$ cat src/tmic_pkg.sv
// Purpose: shared constants and types for the time interval counter
// Assumes: 8-bit special function register bus from the core, 40 MHz CLK
// Notes: crystal is a 32.768 kHz input sampled on CLK
package tmic_pkg;

    // register addresses
    localparam logic [7:0] ADDR_CTRL = 8'ha1;
    localparam logic [7:0] ADDR_FRAC = 8'ha2;
    localparam logic [7:0] ADDR_SEC = 8'ha3;
    localparam logic [7:0] ADDR_MIN = 8'ha4;
    localparam logic [7:0] ADDR_HOUR = 8'ha5;
    localparam logic [7:0] ADDR_INTERVAL_COMPARE_VALUE = 8'ha6;

    // reset values
    localparam logic [7:0] CTRL_RESET = 8'h00;
    localparam logic [7:0] TIME_RESET = 8'h00;
    localparam logic [7:0] INTERVAL_COMPARE_VALUE_RESET = 8'h00;

    // control register field positions
    localparam int CTRL_TBSEL_HI = 5;
    localparam int CTRL_TBSEL_LO = 4;
    localparam int CTRL_SINGLE = 3;
    localparam int CTRL_FLAG = 2;
    localparam int CTRL_IEN = 1;
    localparam int CTRL_TIME_CLOCK_ENABLE = 0;

    // timebase select encodings
    typedef enum logic [1:0] {
        TMIC_TB_FRAC = 2'h0,
        TMIC_TB_SEC = 2'h1,
        TMIC_TB_MIN = 2'h2,
        TMIC_TB_HOUR = 2'h3
    } tmic_tbsel_t;

    // time register chain: fraction, seconds, minutes, hours
    localparam int NUM_TIME = 4;
    localparam logic [7:0] FRAC_MAX = 8'h7f;
    localparam logic [7:0] SEC_MAX = 8'h3b;
    localparam logic [7:0] MIN_MAX = 8'h3b;
    localparam logic [7:0] HOUR_MAX = 8'h17;
    localparam logic [4*8-1:0] TIME_MAX = {HOUR_MAX, MIN_MAX, SEC_MAX, FRAC_MAX};

    // crystal timing
    localparam int XTAL_HZ = 32768;
    localparam int FRAC_PER_SEC = 128;
    localparam int XTAL_PER_FRAC = XTAL_HZ / FRAC_PER_SEC;
    localparam logic [7:0] PRE_MAX = 8'(XTAL_PER_FRAC - 1);

    // wake vector address
    localparam logic [15:0] WAKE_VECTOR = 16'h0053;

    // core register access
    typedef struct packed {
        logic wr;
        logic rd;
        logic [7:0] addr;
        logic [7:0] wdata;
    } tmic_sfr_req_t;

endpackage

$ cat src/tmic_modcnt.sv
// Purpose: one modulo time register with load, clear and wrap output
// Assumes: inc, clr and load are single-cycle strobes on clk
// Notes: wrap is combinational and marks the carry into the next register
`timescale 1ns/100ps
module tmic_modcnt (
    input wire logic clk,
    input wire logic rst_n,
    input wire logic clr,
    input wire logic inc,
    input wire logic load,
    input wire logic [7:0] load_val,
    input wire logic [7:0] max_val,
    output logic [7:0] count,
    output logic wrap
);
    logic [7:0] count_q;
    logic [7:0] count_d;
    logic at_max;

    // rollover at the top of the range
    assign at_max = (count_q == max_val);
    assign wrap = inc && at_max;
    assign count_d = clr ? 8'h00 :
                     load ? load_val :
                     wrap ? 8'h00 :
                     inc ? count_q + 8'h01 : count_q;
    assign count = count_q;

    // count register
    always_ff @(posedge clk or negedge rst_n) begin
        if (!rst_n) begin
            count_q <= tmic_pkg::TIME_RESET;
        end else begin
            count_q <= count_d;
        end
    end
endmodule // tmic_modcnt

$ cat src/tmic_top.sv
// Purpose: time interval counter with real-time clock registers
// Assumes: register access over the core's special function register bus
// Notes: the crystal is sampled on CLK; counting needs CLK running as well as crystal edges
`timescale 1ns/100ps
module tmic_top (
    input wire logic CLK,
    input wire logic RESETN,
    input wire logic XTAL_CLK,
    input wire tmic_pkg::tmic_sfr_req_t SFR_REQ,
    output logic [7:0] SFR_RDATA,
    input wire logic IRQ_ENABLE,
    input wire logic POWER_DOWN,
    output logic IRQ,
    output logic WAKE,
    output logic [15:0] WAKE_ADDR
);
    // crystal synchroniser
    logic [2:0] xs_q;
    logic xlvl_q;
    logic xtal_rise;

    // control fields
    logic [1:0] tbsel_q;
    logic single_q;
    logic flag_q;
    logic ien_q;
    logic time_clock_enable_q;
    logic [7:0] interval_compare_value_q;
    logic [7:0] icnt_q;
    logic [7:0] icnt_d;
    logic [7:0] pre_q;
    logic [7:0] rdata_q;
    logic irq_q;
    logic wake_q;

    // decode
    logic wr_ctrl;
    logic wr_interval_compare_value;
    logic time_clock_enable_fall;
    logic pre_wrap;
    logic [3:0] time_inc;
    logic [3:0] time_wrap;
    logic [3:0] time_load;
    logic [4*8-1:0] time_cnt;
    logic tb_tick;
    logic icnt_next_match;
    logic timeout;
    logic flag_set;
    logic [7:0] ctrl_rd;
    logic [7:0] rd_mux;

    // next values of the software-written control bits
    logic single_stop;
    logic flag_d;
    logic ien_d;

    // register write decode
    assign wr_ctrl = SFR_REQ.wr && (SFR_REQ.addr == tmic_pkg::ADDR_CTRL);
    assign wr_interval_compare_value = SFR_REQ.wr && (SFR_REQ.addr == tmic_pkg::ADDR_INTERVAL_COMPARE_VALUE);
    assign time_clock_enable_fall = wr_ctrl && time_clock_enable_q && !SFR_REQ.wdata[tmic_pkg::CTRL_TIME_CLOCK_ENABLE];

    // three-stage sample of the crystal, level accepted when stages 2 and 3 agree
    always_ff @(posedge CLK or negedge RESETN) begin
        if (!RESETN) begin
            xs_q <= 3'h0;
            xlvl_q <= 1'b0;
        end else begin
            xs_q <= {xs_q[1:0], XTAL_CLK};
            if (xs_q[2] == xs_q[1]) begin
                xlvl_q <= xs_q[2];
            end
        end
    end

    // one pulse per crystal rising edge
    assign xtal_rise = (xs_q[2] == xs_q[1]) && xs_q[2] && !xlvl_q;

    // crystal prescaler down to 1/128 s
    assign pre_wrap = time_clock_enable_q && xtal_rise && (pre_q == tmic_pkg::PRE_MAX);
    always_ff @(posedge CLK or negedge RESETN) begin
        if (!RESETN) begin
            pre_q <= 8'h00;
        end else if (!time_clock_enable_q) begin
            pre_q <= 8'h00;
        end else if (xtal_rise) begin
            pre_q <= pre_wrap ? 8'h00 : pre_q + 8'h01;
        end
    end

    // chain of time registers, each carry stepping the next
    genvar gi;
    generate
        for (gi = 0; gi < tmic_pkg::NUM_TIME; gi++) begin : g_time
            if (gi == 0) begin : g_first
                assign time_inc[gi] = pre_wrap;
            end else begin : g_next
                assign time_inc[gi] = time_wrap[gi-1];
            end
            // writes only while the time clock is stopped
            assign time_load[gi] = SFR_REQ.wr && !time_clock_enable_q &&
                (SFR_REQ.addr == tmic_pkg::ADDR_FRAC + 8'(gi));
            tmic_modcnt u_cnt (
                .clk(CLK),
                .rst_n(RESETN),
                .clr(time_clock_enable_fall),
                .inc(time_inc[gi]),
                .load(time_load[gi]),
                .load_val(SFR_REQ.wdata),
                .max_val(tmic_pkg::TIME_MAX[gi*8 +: 8]),
                .count(time_cnt[gi*8 +: 8]),
                .wrap(time_wrap[gi])
            );
        end
    endgenerate

    // timebase selection for the interval counter
    assign tb_tick = (tbsel_q == tmic_pkg::TMIC_TB_FRAC) ? time_inc[0] :
                     (tbsel_q == tmic_pkg::TMIC_TB_SEC) ? time_wrap[0] :
                     (tbsel_q == tmic_pkg::TMIC_TB_MIN) ? time_wrap[1] :
                     time_wrap[2];

    // interval counter step, match and reload
    assign icnt_next_match = (icnt_q + 8'h01) == interval_compare_value_q;
    assign timeout = ien_q && tb_tick && icnt_next_match;
    assign flag_set = timeout;
    assign icnt_d = !ien_q ? 8'h00 :
                    timeout ? 8'h00 :
                    tb_tick ? icnt_q + 8'h01 : icnt_q;

    // flag and count enable next values; hardware set and single-shot stop win
    assign single_stop = timeout && single_q;
    assign flag_d = flag_set |
                    (wr_ctrl ? SFR_REQ.wdata[tmic_pkg::CTRL_FLAG] : flag_q);
    assign ien_d = single_stop ? 1'b0 :
                   wr_ctrl ? SFR_REQ.wdata[tmic_pkg::CTRL_IEN] :
                   ien_q;

    // interval counter register
    always_ff @(posedge CLK or negedge RESETN) begin
        if (!RESETN) begin
            icnt_q <= 8'h00;
        end else begin
            icnt_q <= icnt_d;
        end
    end

    // control register; hardware set of the flag beats a software clear
    always_ff @(posedge CLK or negedge RESETN) begin
        if (!RESETN) begin
            tbsel_q <= tmic_pkg::CTRL_RESET[tmic_pkg::CTRL_TBSEL_HI:tmic_pkg::CTRL_TBSEL_LO];
            single_q <= tmic_pkg::CTRL_RESET[tmic_pkg::CTRL_SINGLE];
            flag_q <= tmic_pkg::CTRL_RESET[tmic_pkg::CTRL_FLAG];
            ien_q <= tmic_pkg::CTRL_RESET[tmic_pkg::CTRL_IEN];
            time_clock_enable_q <= tmic_pkg::CTRL_RESET[tmic_pkg::CTRL_TIME_CLOCK_ENABLE];
        end else begin
            if (wr_ctrl) begin
                tbsel_q <= SFR_REQ.wdata[tmic_pkg::CTRL_TBSEL_HI:tmic_pkg::CTRL_TBSEL_LO];
                single_q <= SFR_REQ.wdata[tmic_pkg::CTRL_SINGLE];
                time_clock_enable_q <= SFR_REQ.wdata[tmic_pkg::CTRL_TIME_CLOCK_ENABLE];
            end
            flag_q <= flag_d;
            ien_q <= ien_d;
        end
    end

    // compare value register
    always_ff @(posedge CLK or negedge RESETN) begin
        if (!RESETN) begin
            interval_compare_value_q <= tmic_pkg::INTERVAL_COMPARE_VALUE_RESET;
        end else if (wr_interval_compare_value) begin
            interval_compare_value_q <= SFR_REQ.wdata;
        end
    end

    // read path, reserved bits read zero
    assign ctrl_rd = {2'h0, tbsel_q, single_q, flag_q, ien_q, time_clock_enable_q};
    assign rd_mux = (SFR_REQ.addr == tmic_pkg::ADDR_CTRL) ? ctrl_rd :
                    (SFR_REQ.addr == tmic_pkg::ADDR_FRAC) ? time_cnt[7:0] :
                    (SFR_REQ.addr == tmic_pkg::ADDR_SEC) ? time_cnt[15:8] :
                    (SFR_REQ.addr == tmic_pkg::ADDR_MIN) ? time_cnt[23:16] :
                    (SFR_REQ.addr == tmic_pkg::ADDR_HOUR) ? time_cnt[31:24] :
                    (SFR_REQ.addr == tmic_pkg::ADDR_INTERVAL_COMPARE_VALUE) ? interval_compare_value_q : 8'h00;

    always_ff @(posedge CLK or negedge RESETN) begin
        if (!RESETN) begin
            rdata_q <= 8'h00;
        end else if (SFR_REQ.rd) begin
            rdata_q <= rd_mux;
        end
    end

    // interrupt request and power-down wake
    always_ff @(posedge CLK or negedge RESETN) begin
        if (!RESETN) begin
            irq_q <= 1'b0;
            wake_q <= 1'b0;
        end else begin
            irq_q <= flag_q && IRQ_ENABLE;
            wake_q <= flag_q && IRQ_ENABLE && POWER_DOWN;
        end
    end

    // outputs straight from flip-flops, except the constant wake address
    assign SFR_RDATA = rdata_q;
    assign IRQ = irq_q;
    assign WAKE = wake_q;
    assign WAKE_ADDR = tmic_pkg::WAKE_VECTOR;
endmodule // tmic_top

$ cat config.mk
export PLATFORM = sky130hd
export DESIGN_NAME = tmic_top
export DESIGN_NICKNAME = d
export VERILOG_FILES = /design/src/tmic_pkg.sv /design/src/tmic_modcnt.sv /design/src/tmic_top.sv
export SDC_FILE = /design/constraint.sdc
export NUM_CORES = 1
export LEC_CHECK = 0
export ABC_AREA = 1
export BUFFER_PORTS_ARGS = -buffer_cell sky130_fd_sc_hd__buf_2
export CAP_MARGIN = 25
export CORE_UTILIZATION = 50
export CTS_BUF_LIST = sky130_fd_sc_hd__clkbuf_2
export CTS_CLUSTER_SIZE = 16
export DETAILED_ROUTE_END_ITERATION = 12
export PLACE_DENSITY = 0.68
export SLEW_MARGIN = 0
export SYNTH_ARGS = -nofsm -noshare
export SYNTH_HDL_FRONTEND = slang
export SYNTH_HIERARCHICAL = 1
export SYNTH_SLANG_ARGS = --single-unit
$ cat constraint.sdc
create_clock -name CLK -period 4.9 [get_ports CLK]
set_input_delay 1.225 -clock CLK [delete_from_list [all_inputs] [get_ports CLK]]
set_output_delay 1.225 -clock CLK [all_outputs]
set_load 0.1 [all_outputs]
==> metrics, run 1 <==
grt ovf=0; Longest Clk Path Bufs=2; max_cap viols=0; CP arrival=4.63 ns; CP endpoint kind=flip-flop; clock-pin slew on the worst setup and hold paths=0.21 ns; Antenna Cells=0; GPL Wtd Cong=0.884; CTS root buffer=clkbuf_2; outcome=finished clean; post-CTS resize count=0; YS warnings=6; Placement Cell Area=6670 um2; setup_tns=0 ns; max-slew violations=0; Reg2Reg Depth=20; Hold Crit Endpoint=xs_q[1]$_DFF_PN0_; area grow syn2layout=9.62%; die span in y=114 um; synthesized area=6220 um2; clock latency at the later pin of the worst-skew pair=0.59 ns; # IOs=49; first-pass GRT wire length=24.7 mm; vias post-DR=5517; final-stage net count=1047; R2R setup slack=0.77 ns; num rows=40; CP Data Required Time=5.40 ns; Tightest Pin Transition=0.751 ns; pin count of the biggest net entering global routing=77; share of cells above drive strength 1=16.3%; detailed-router iteration count before antenna repair=5; # DRC=0; slew margin rel.=49.5%; vias in the first global route=4953; Hold Startpoint=xs_q[0]$_DFF_PN0_; CTS tree=done; Max Freq=0.242 GHz; P per Cell Area=193 nW/um2; CP max FO=10; final HPWL from detailed placement=11.3 mm; startpoint types=flip-flop; Worst R2R Start=pre_q[0]$_DFFE_PN0P_; Mapped Cells=922; maximum vdd drop=0.000134 V; hold_buf cts=0; TritonCTS Sinks=76; wire per inst=12.6 um; post-route minimum period=4.13 ns; RSZ-0062 raised after global routing=false; DIE WIDTH=114 um; Routed WL=15.0 mm; WHS Path Cells=0; HP Class=reg2reg; fin crit share=84.3%; most common cell after layout, fill and taps aside=nand2_1; critical path class=reg2reg; TritonCTS buffer count=9; DIE AREA=12900 um2; mean post-synth cell area=6.74 um2; final setup fails=0; Pleak=3.79 nW; vias per cell=4.64; IO buf count=32; most frequent cells in the layout=331 x nand2_1, 110 x inv_1, 79 x conb_1; reg2reg end=ien_q$_DFFE_PN0P_; Iter 0 DRT Violations=305; remaining antenna violation count=0; # H-tree levels=3; initial antenna violation count=0; endpoints failing hold=0; core area=12100 um2; clock skew=0.0477 ns; starting density of the core=51.6%; Post-Layout Inst Area=6820 um2; gr usage total=25.0%; Post-CTS Setup Bufs=0
==> where the power goes <==
group	switching (mW)	internal, mW
clock	0.234	0.163
combinational	0.180	0.0592
sequential	0.0238	0.654
total	0.438	0.876
==> metrics by stage <==
step	worst slack, ns	std cells	util, %	hold WS (ns)	power (mW)
2_1_floorplan	0.738	999	-	0.331	0.875
6_report	0.771	1188	56.5	0.376	1.31
3_5_place_dp	0.793	1173	55.3	0.336	0.926
4_1_cts	0.755	1187	56.3	0.383	1.33
5_1_grt	0.288	1188	56.5	0.392	1.38
3_3_place_gp	0.852	1173	55.3	0.336	0.925
==> per-layer routing <==
| layer | vias to the layer above | GRT usage, % | part of all wire, % |
|---|---|---|---|
| li1 | 2937 | - | - |
| met1 | 2459 | 34.7 | 49 |
| met2 | 104 | 40.6 | 46 |
| met3 | 17 | 3.03 | 3.5 |
| met4 | 0 | 7.98 | 1.6 |
| met5 | - | 0 | 0 |
==> worst max path at each step <==
stage                               startpoint  depth (start not counted)                                   end  slack, ns
final                     pre_q[0]$_DFFE_PN0P_                         20                     ien_q$_DFFE_PN0P_       0.77
after floorplan                    SFR_REQ[10]                         13  g_time[0].u_cnt/count[2]$_DFFE_PN0P_       0.74
after global routing      pre_q[1]$_DFFE_PN0P_                         19                 icnt_q[5]$_DFFE_PN0P_       0.29
after global placement    pre_q[0]$_DFFE_PN0P_                         20                     ien_q$_DFFE_PN0P_       0.85
after CTS                 pre_q[0]$_DFFE_PN0P_                         19                 icnt_q[3]$_DFFE_PN0P_       0.76
after detailed placement  pre_q[0]$_DFFE_PN0P_                         20                     ien_q$_DFFE_PN0P_       0.79
==> cell type report <==
| type | instances | area, um2 |
|---|---|---|
| clock buffers | 9 | 45.0 |
| clock inverters | 5 | 78.8 |
| fillers | 1224 | 5250 |
| inverters | 139 | 522 |
| multi-input cells | 755 | 3850 |
| flip-flops and latches | 76 | 1900 |
| well taps | 168 | 210 |
| repair buffers | 36 | 213 |
==> worst max-delay path: stages (launching register included) <==
cell,delay [ns]
dfrtp_1,0.39
ha_1,0.18
nand3_1,0.15
nor2_1,0.15
nand3_1,0.11
nor2_1,0.25
nand3_1,0.11
nor4_1,0.28
buf_4,0.20
nand3_1,0.08
nor4_1,0.27
buf_4,0.19
nand3_1,0.08
nor4_1,0.67
a21oi_1,0.09
o22ai_1,0.15
nand3_1,0.18
a21oi_4,0.33
nand3_2,0.10
nand2_1,0.06
inv_1,0.03
==> registers in the layout (all words and copies together), names as in the netlist <==
name                      cells
tbsel_q                       2
pre_q                         8
icnt_q                        8
single_q                      1
SFR_RDATA                     8
WAKE                          1
flag_q                        1
xs_q                          3
IRQ                           1
g_time.u_cnt/count           32
interval_compare_value_q      8
time_clock_enable_q           1
xlvl_q                        1
ien_q                         1
Note: power is estimated with default switching activity, not from simulation.
==> run 2: changes to the inputs <==
Settings changed: ABC_AREA 1 to 0, PLACE_DENSITY 0.68 to 0.69.
Clock period 4.9 ns to 4.1 ns, I/O delays scaled along.
==> metrics, run 2 <==
outcome=finished clean; final setup fails=0 (unchanged); # H-tree levels=3 (unchanged); Max Freq=0.309 GHz (+28%); max FFs per register=32 (unchanged); initial antenna violation count=0 (unchanged); Longest Clk Path Bufs=2 (unchanged); num rows=37 (-7.5%); reg2reg end=icnt_q[3]$_DFFE_PN0P_; max_cap viols=0 (unchanged); cell taking the most area after synthesis=dfrtp_1; CP arrival=3.77 ns (-0.86 ns); met2 Track Usage GR=39.2% (-1.3 points); Mapped Cells=603 (-35%); CP max FO=9 (-1); post-CTS resize count=0 (unchanged); Area contributors post-synth=dfrtp_1 36%, xor2_1 6.1%, nand2_1 4.0%; endpoints failing hold=0 (unchanged); TritonCTS Sinks=76 (unchanged); share of the synthesized area in the top cell type=35.7%; synthesized area=5330 um2 (-14%); die span in y=105 um (-7.3%); area grow syn2layout=9.61% (about the same); first-pass GRT wire length=22.7 mm (-8.3%); most instantiated library cell after synthesis=dfrtp_1; Filler cells=958 (-22%); core area=10300 um2 (-14%); Reg2Reg Depth=17 (-15%); pin count of the biggest net entering global routing=77 (unchanged); setup_tns=0 ns (unchanged); grt ovf=0 (unchanged); Worst R2R Start=pre_q[0]$_DFFE_PN0P_; # IOs=49 (unchanged); final HPWL from detailed placement=9.98 mm (-11%); R2R setup slack=0.87 ns (+0.10 ns); final-stage net count=702 (-33%); mean post-synth cell area=8.84 um2 (+31%); post-route minimum period=3.23 ns (-0.898 ns); GR peak layer=met2; YS warnings=6 (unchanged); GPL Wtd Cong=0.902 (+2.1%); DIE WIDTH=105 um (-7.3%); CTS root buffer=clkbuf_2; P per Cell Area=265 nW/um2 (+37%); gr usage total=26.4% (+1.4 points); clock-pin slew on the worst setup and hold paths=0.22 ns (about the same); slew margin rel.=49.2% (-0.29 points); Placement Cell Area=5700 um2 (-14%); Final WS setup=0.869 ns (+0.0980 ns); Post-Layout Inst Area=5840 um2 (-14%); Iter 0 DRT Violations=381 (+25%); CP Data Required Time=4.64 ns (-0.76 ns); fin crit share=78.8% (-5.5 points); share of cells above drive strength 1=14.8% (-1.5 points); ys flop type=dfrtp_1; maximum vdd drop=0.000167 V (+24%); IO buf count=32 (unchanged); Seq/Total Area, Yosys=35.7%; CTS tree=done; GR Util met1=37.5% (+2.9 points); Post-CTS Setup Bufs=0 (unchanged); Worst Hold Slack=0.371 ns (-0.00476 ns); #FFs+latches synth=76; CP endpoint kind=flip-flop; TritonCTS buffer count=9 (unchanged); Routed WL=13.8 mm (-7.6%); RSZ-0062 raised after global routing=false; clock skew=0.0339 ns (-0.0139 ns); Tightest Pin Transition=0.757 ns (+0.00538 ns); DIE AREA=11100 um2 (-14%); clock latency at the later pin of the worst-skew pair=0.58 ns (about the same); max-slew violations=0 (unchanged); vias per cell=5.88 (+27%); number of synthesized flops with an enable pin=0; starting density of the core=51.6% (about the same); Antenna Cells=0 (unchanged); remaining antenna violation count=0 (unchanged); met3 Usage GRT=4.51% (+1.5 points); wire per inst=17.0 um (+35%); most common cell after layout, fill and taps aside=dfrtp_1; # DRC=0 (unchanged); critical path class=reg2reg; hold_buf cts=0 (unchanged); HP Class=in2async; Synth top cells by count=76 x dfrtp_1, 57 x nand2_1, 40 x nor2_1, 37 x xor2_1, 35 x o21ai_0; most frequent cells in the layout=76 x dfrtp_1, 57 x nand2_1, 48 x conb_1; vias in the first global route=4481 (-9.5%); Pleak=2.55 nW (-33%); synth unique cells=63; startpoint types=flip-flop; vias post-DR=4781 (-13%); detailed-router iteration count before antenna repair=5 (unchanged); Place WS=0.564 ns (-0.229 ns); ys async rst share=100%
## run 2: where the power goes
part / internal (mW) / switching (mW) / leakage [nW]
combinational: 0.0815 / 0.206 / 1.48
clock: 0.142 / 0.285 / 0.0660
sequential: 0.781 / 0.0514 / 1.01
total: 1.00 / 0.543 / 2.55
## run 2: final cells by class
| cell class | instances | area [um2] | area share [%] |
|---|---|---|---|
| multi-input combinational | 522 | 3320 | 56.9 |
| inverter | 20 | 75.1 | 1.29 |
| tap | 136 | 170 | 2.91 |
| timing repair buffer | 43 | 255 | 4.37 |
| clock buffer | 10 | 50.0 | 0.857 |
| clock inverter | 6 | 62.6 | 1.07 |
| sequential | 76 | 1900 | 32.6 |
## run 2: cells by family (layout without fill, tap and decap cells)
group,after synthesis,in the layout,synth area share [%]
other,2,48,0.141
XOR/XNOR,50,50,8.22
AO/OA/AOI/OAI,147,147,18.6
flip-flops,76,76,35.7
multiplexers,29,29,5.82
buffers and inverters,51,79,5.24
AND/OR/NAND/NOR,241,241,24.7
adder cells (fa/ha/maj),7,7,1.64
## run 2: stage by stage
| stage | std cells | total power, mW | util, % |
|---|---|---|---|
| 6_report | 813 | 1.55 | 56.6 |
| 3_3_place_gp | 795 | 1.12 | 55.2 |
| 4_1_cts | 811 | 1.56 | 56.3 |
| 3_5_place_dp | 795 | 1.13 | 55.2 |
| 2_1_floorplan | 649 | 1.06 | - |
| 5_1_grt | 813 | 1.62 | 56.6 |
## run 2: metal layers
layer | vias up | part of all wire, %
met5 | - | 0
met3 | 31 | 6.8
met1 | 2277 | 46
met2 | 200 | 45
met4 | 0 | 2.7
li1 | 2273 | -
## run 2: how the worst max path moves through the flow
stage / startpoint / to / slack (ns) / cells past startpoint
3_3_place_gp: SFR_REQ[14] / g_time[1].u_cnt/count[4]$_DFFE_PN0P_ / 0.61 / 12
4_1_cts: pre_q[0]$_DFFE_PN0P_ / icnt_q[0]$_DFFE_PN0P_ / 0.82 / 16
6_report: pre_q[0]$_DFFE_PN0P_ / icnt_q[3]$_DFFE_PN0P_ / 0.87 / 17
5_1_grt: pre_q[0]$_DFFE_PN0P_ / icnt_q[3]$_DFFE_PN0P_ / 0.49 / 17
2_1_floorplan: SFR_REQ[14] / g_time[2].u_cnt/count[4]$_DFFE_PN0P_ / 0.49 / 11
3_5_place_dp: SFR_REQ[14] / g_time[2].u_cnt/count[5]$_DFFE_PN0P_ / 0.56 / 11
## run 2: critical path, stage by stage, from the launching register on
cell	delay, ns
dfrtp_1	0.46
ha_1	0.23
nand4_1	0.08
or2_1	0.25
nor2_1	0.10
buf_4	0.16
inv_1	0.07
nor2_1	0.18
inv_1	0.12
nor2_1	0.17
inv_1	0.09
nor2_1	0.19
mux2_2	0.19
nand2_1	0.05
o21ai_0	0.12
o21ai_2	0.21
a2111oi_1	0.34
a221o_1	0.16
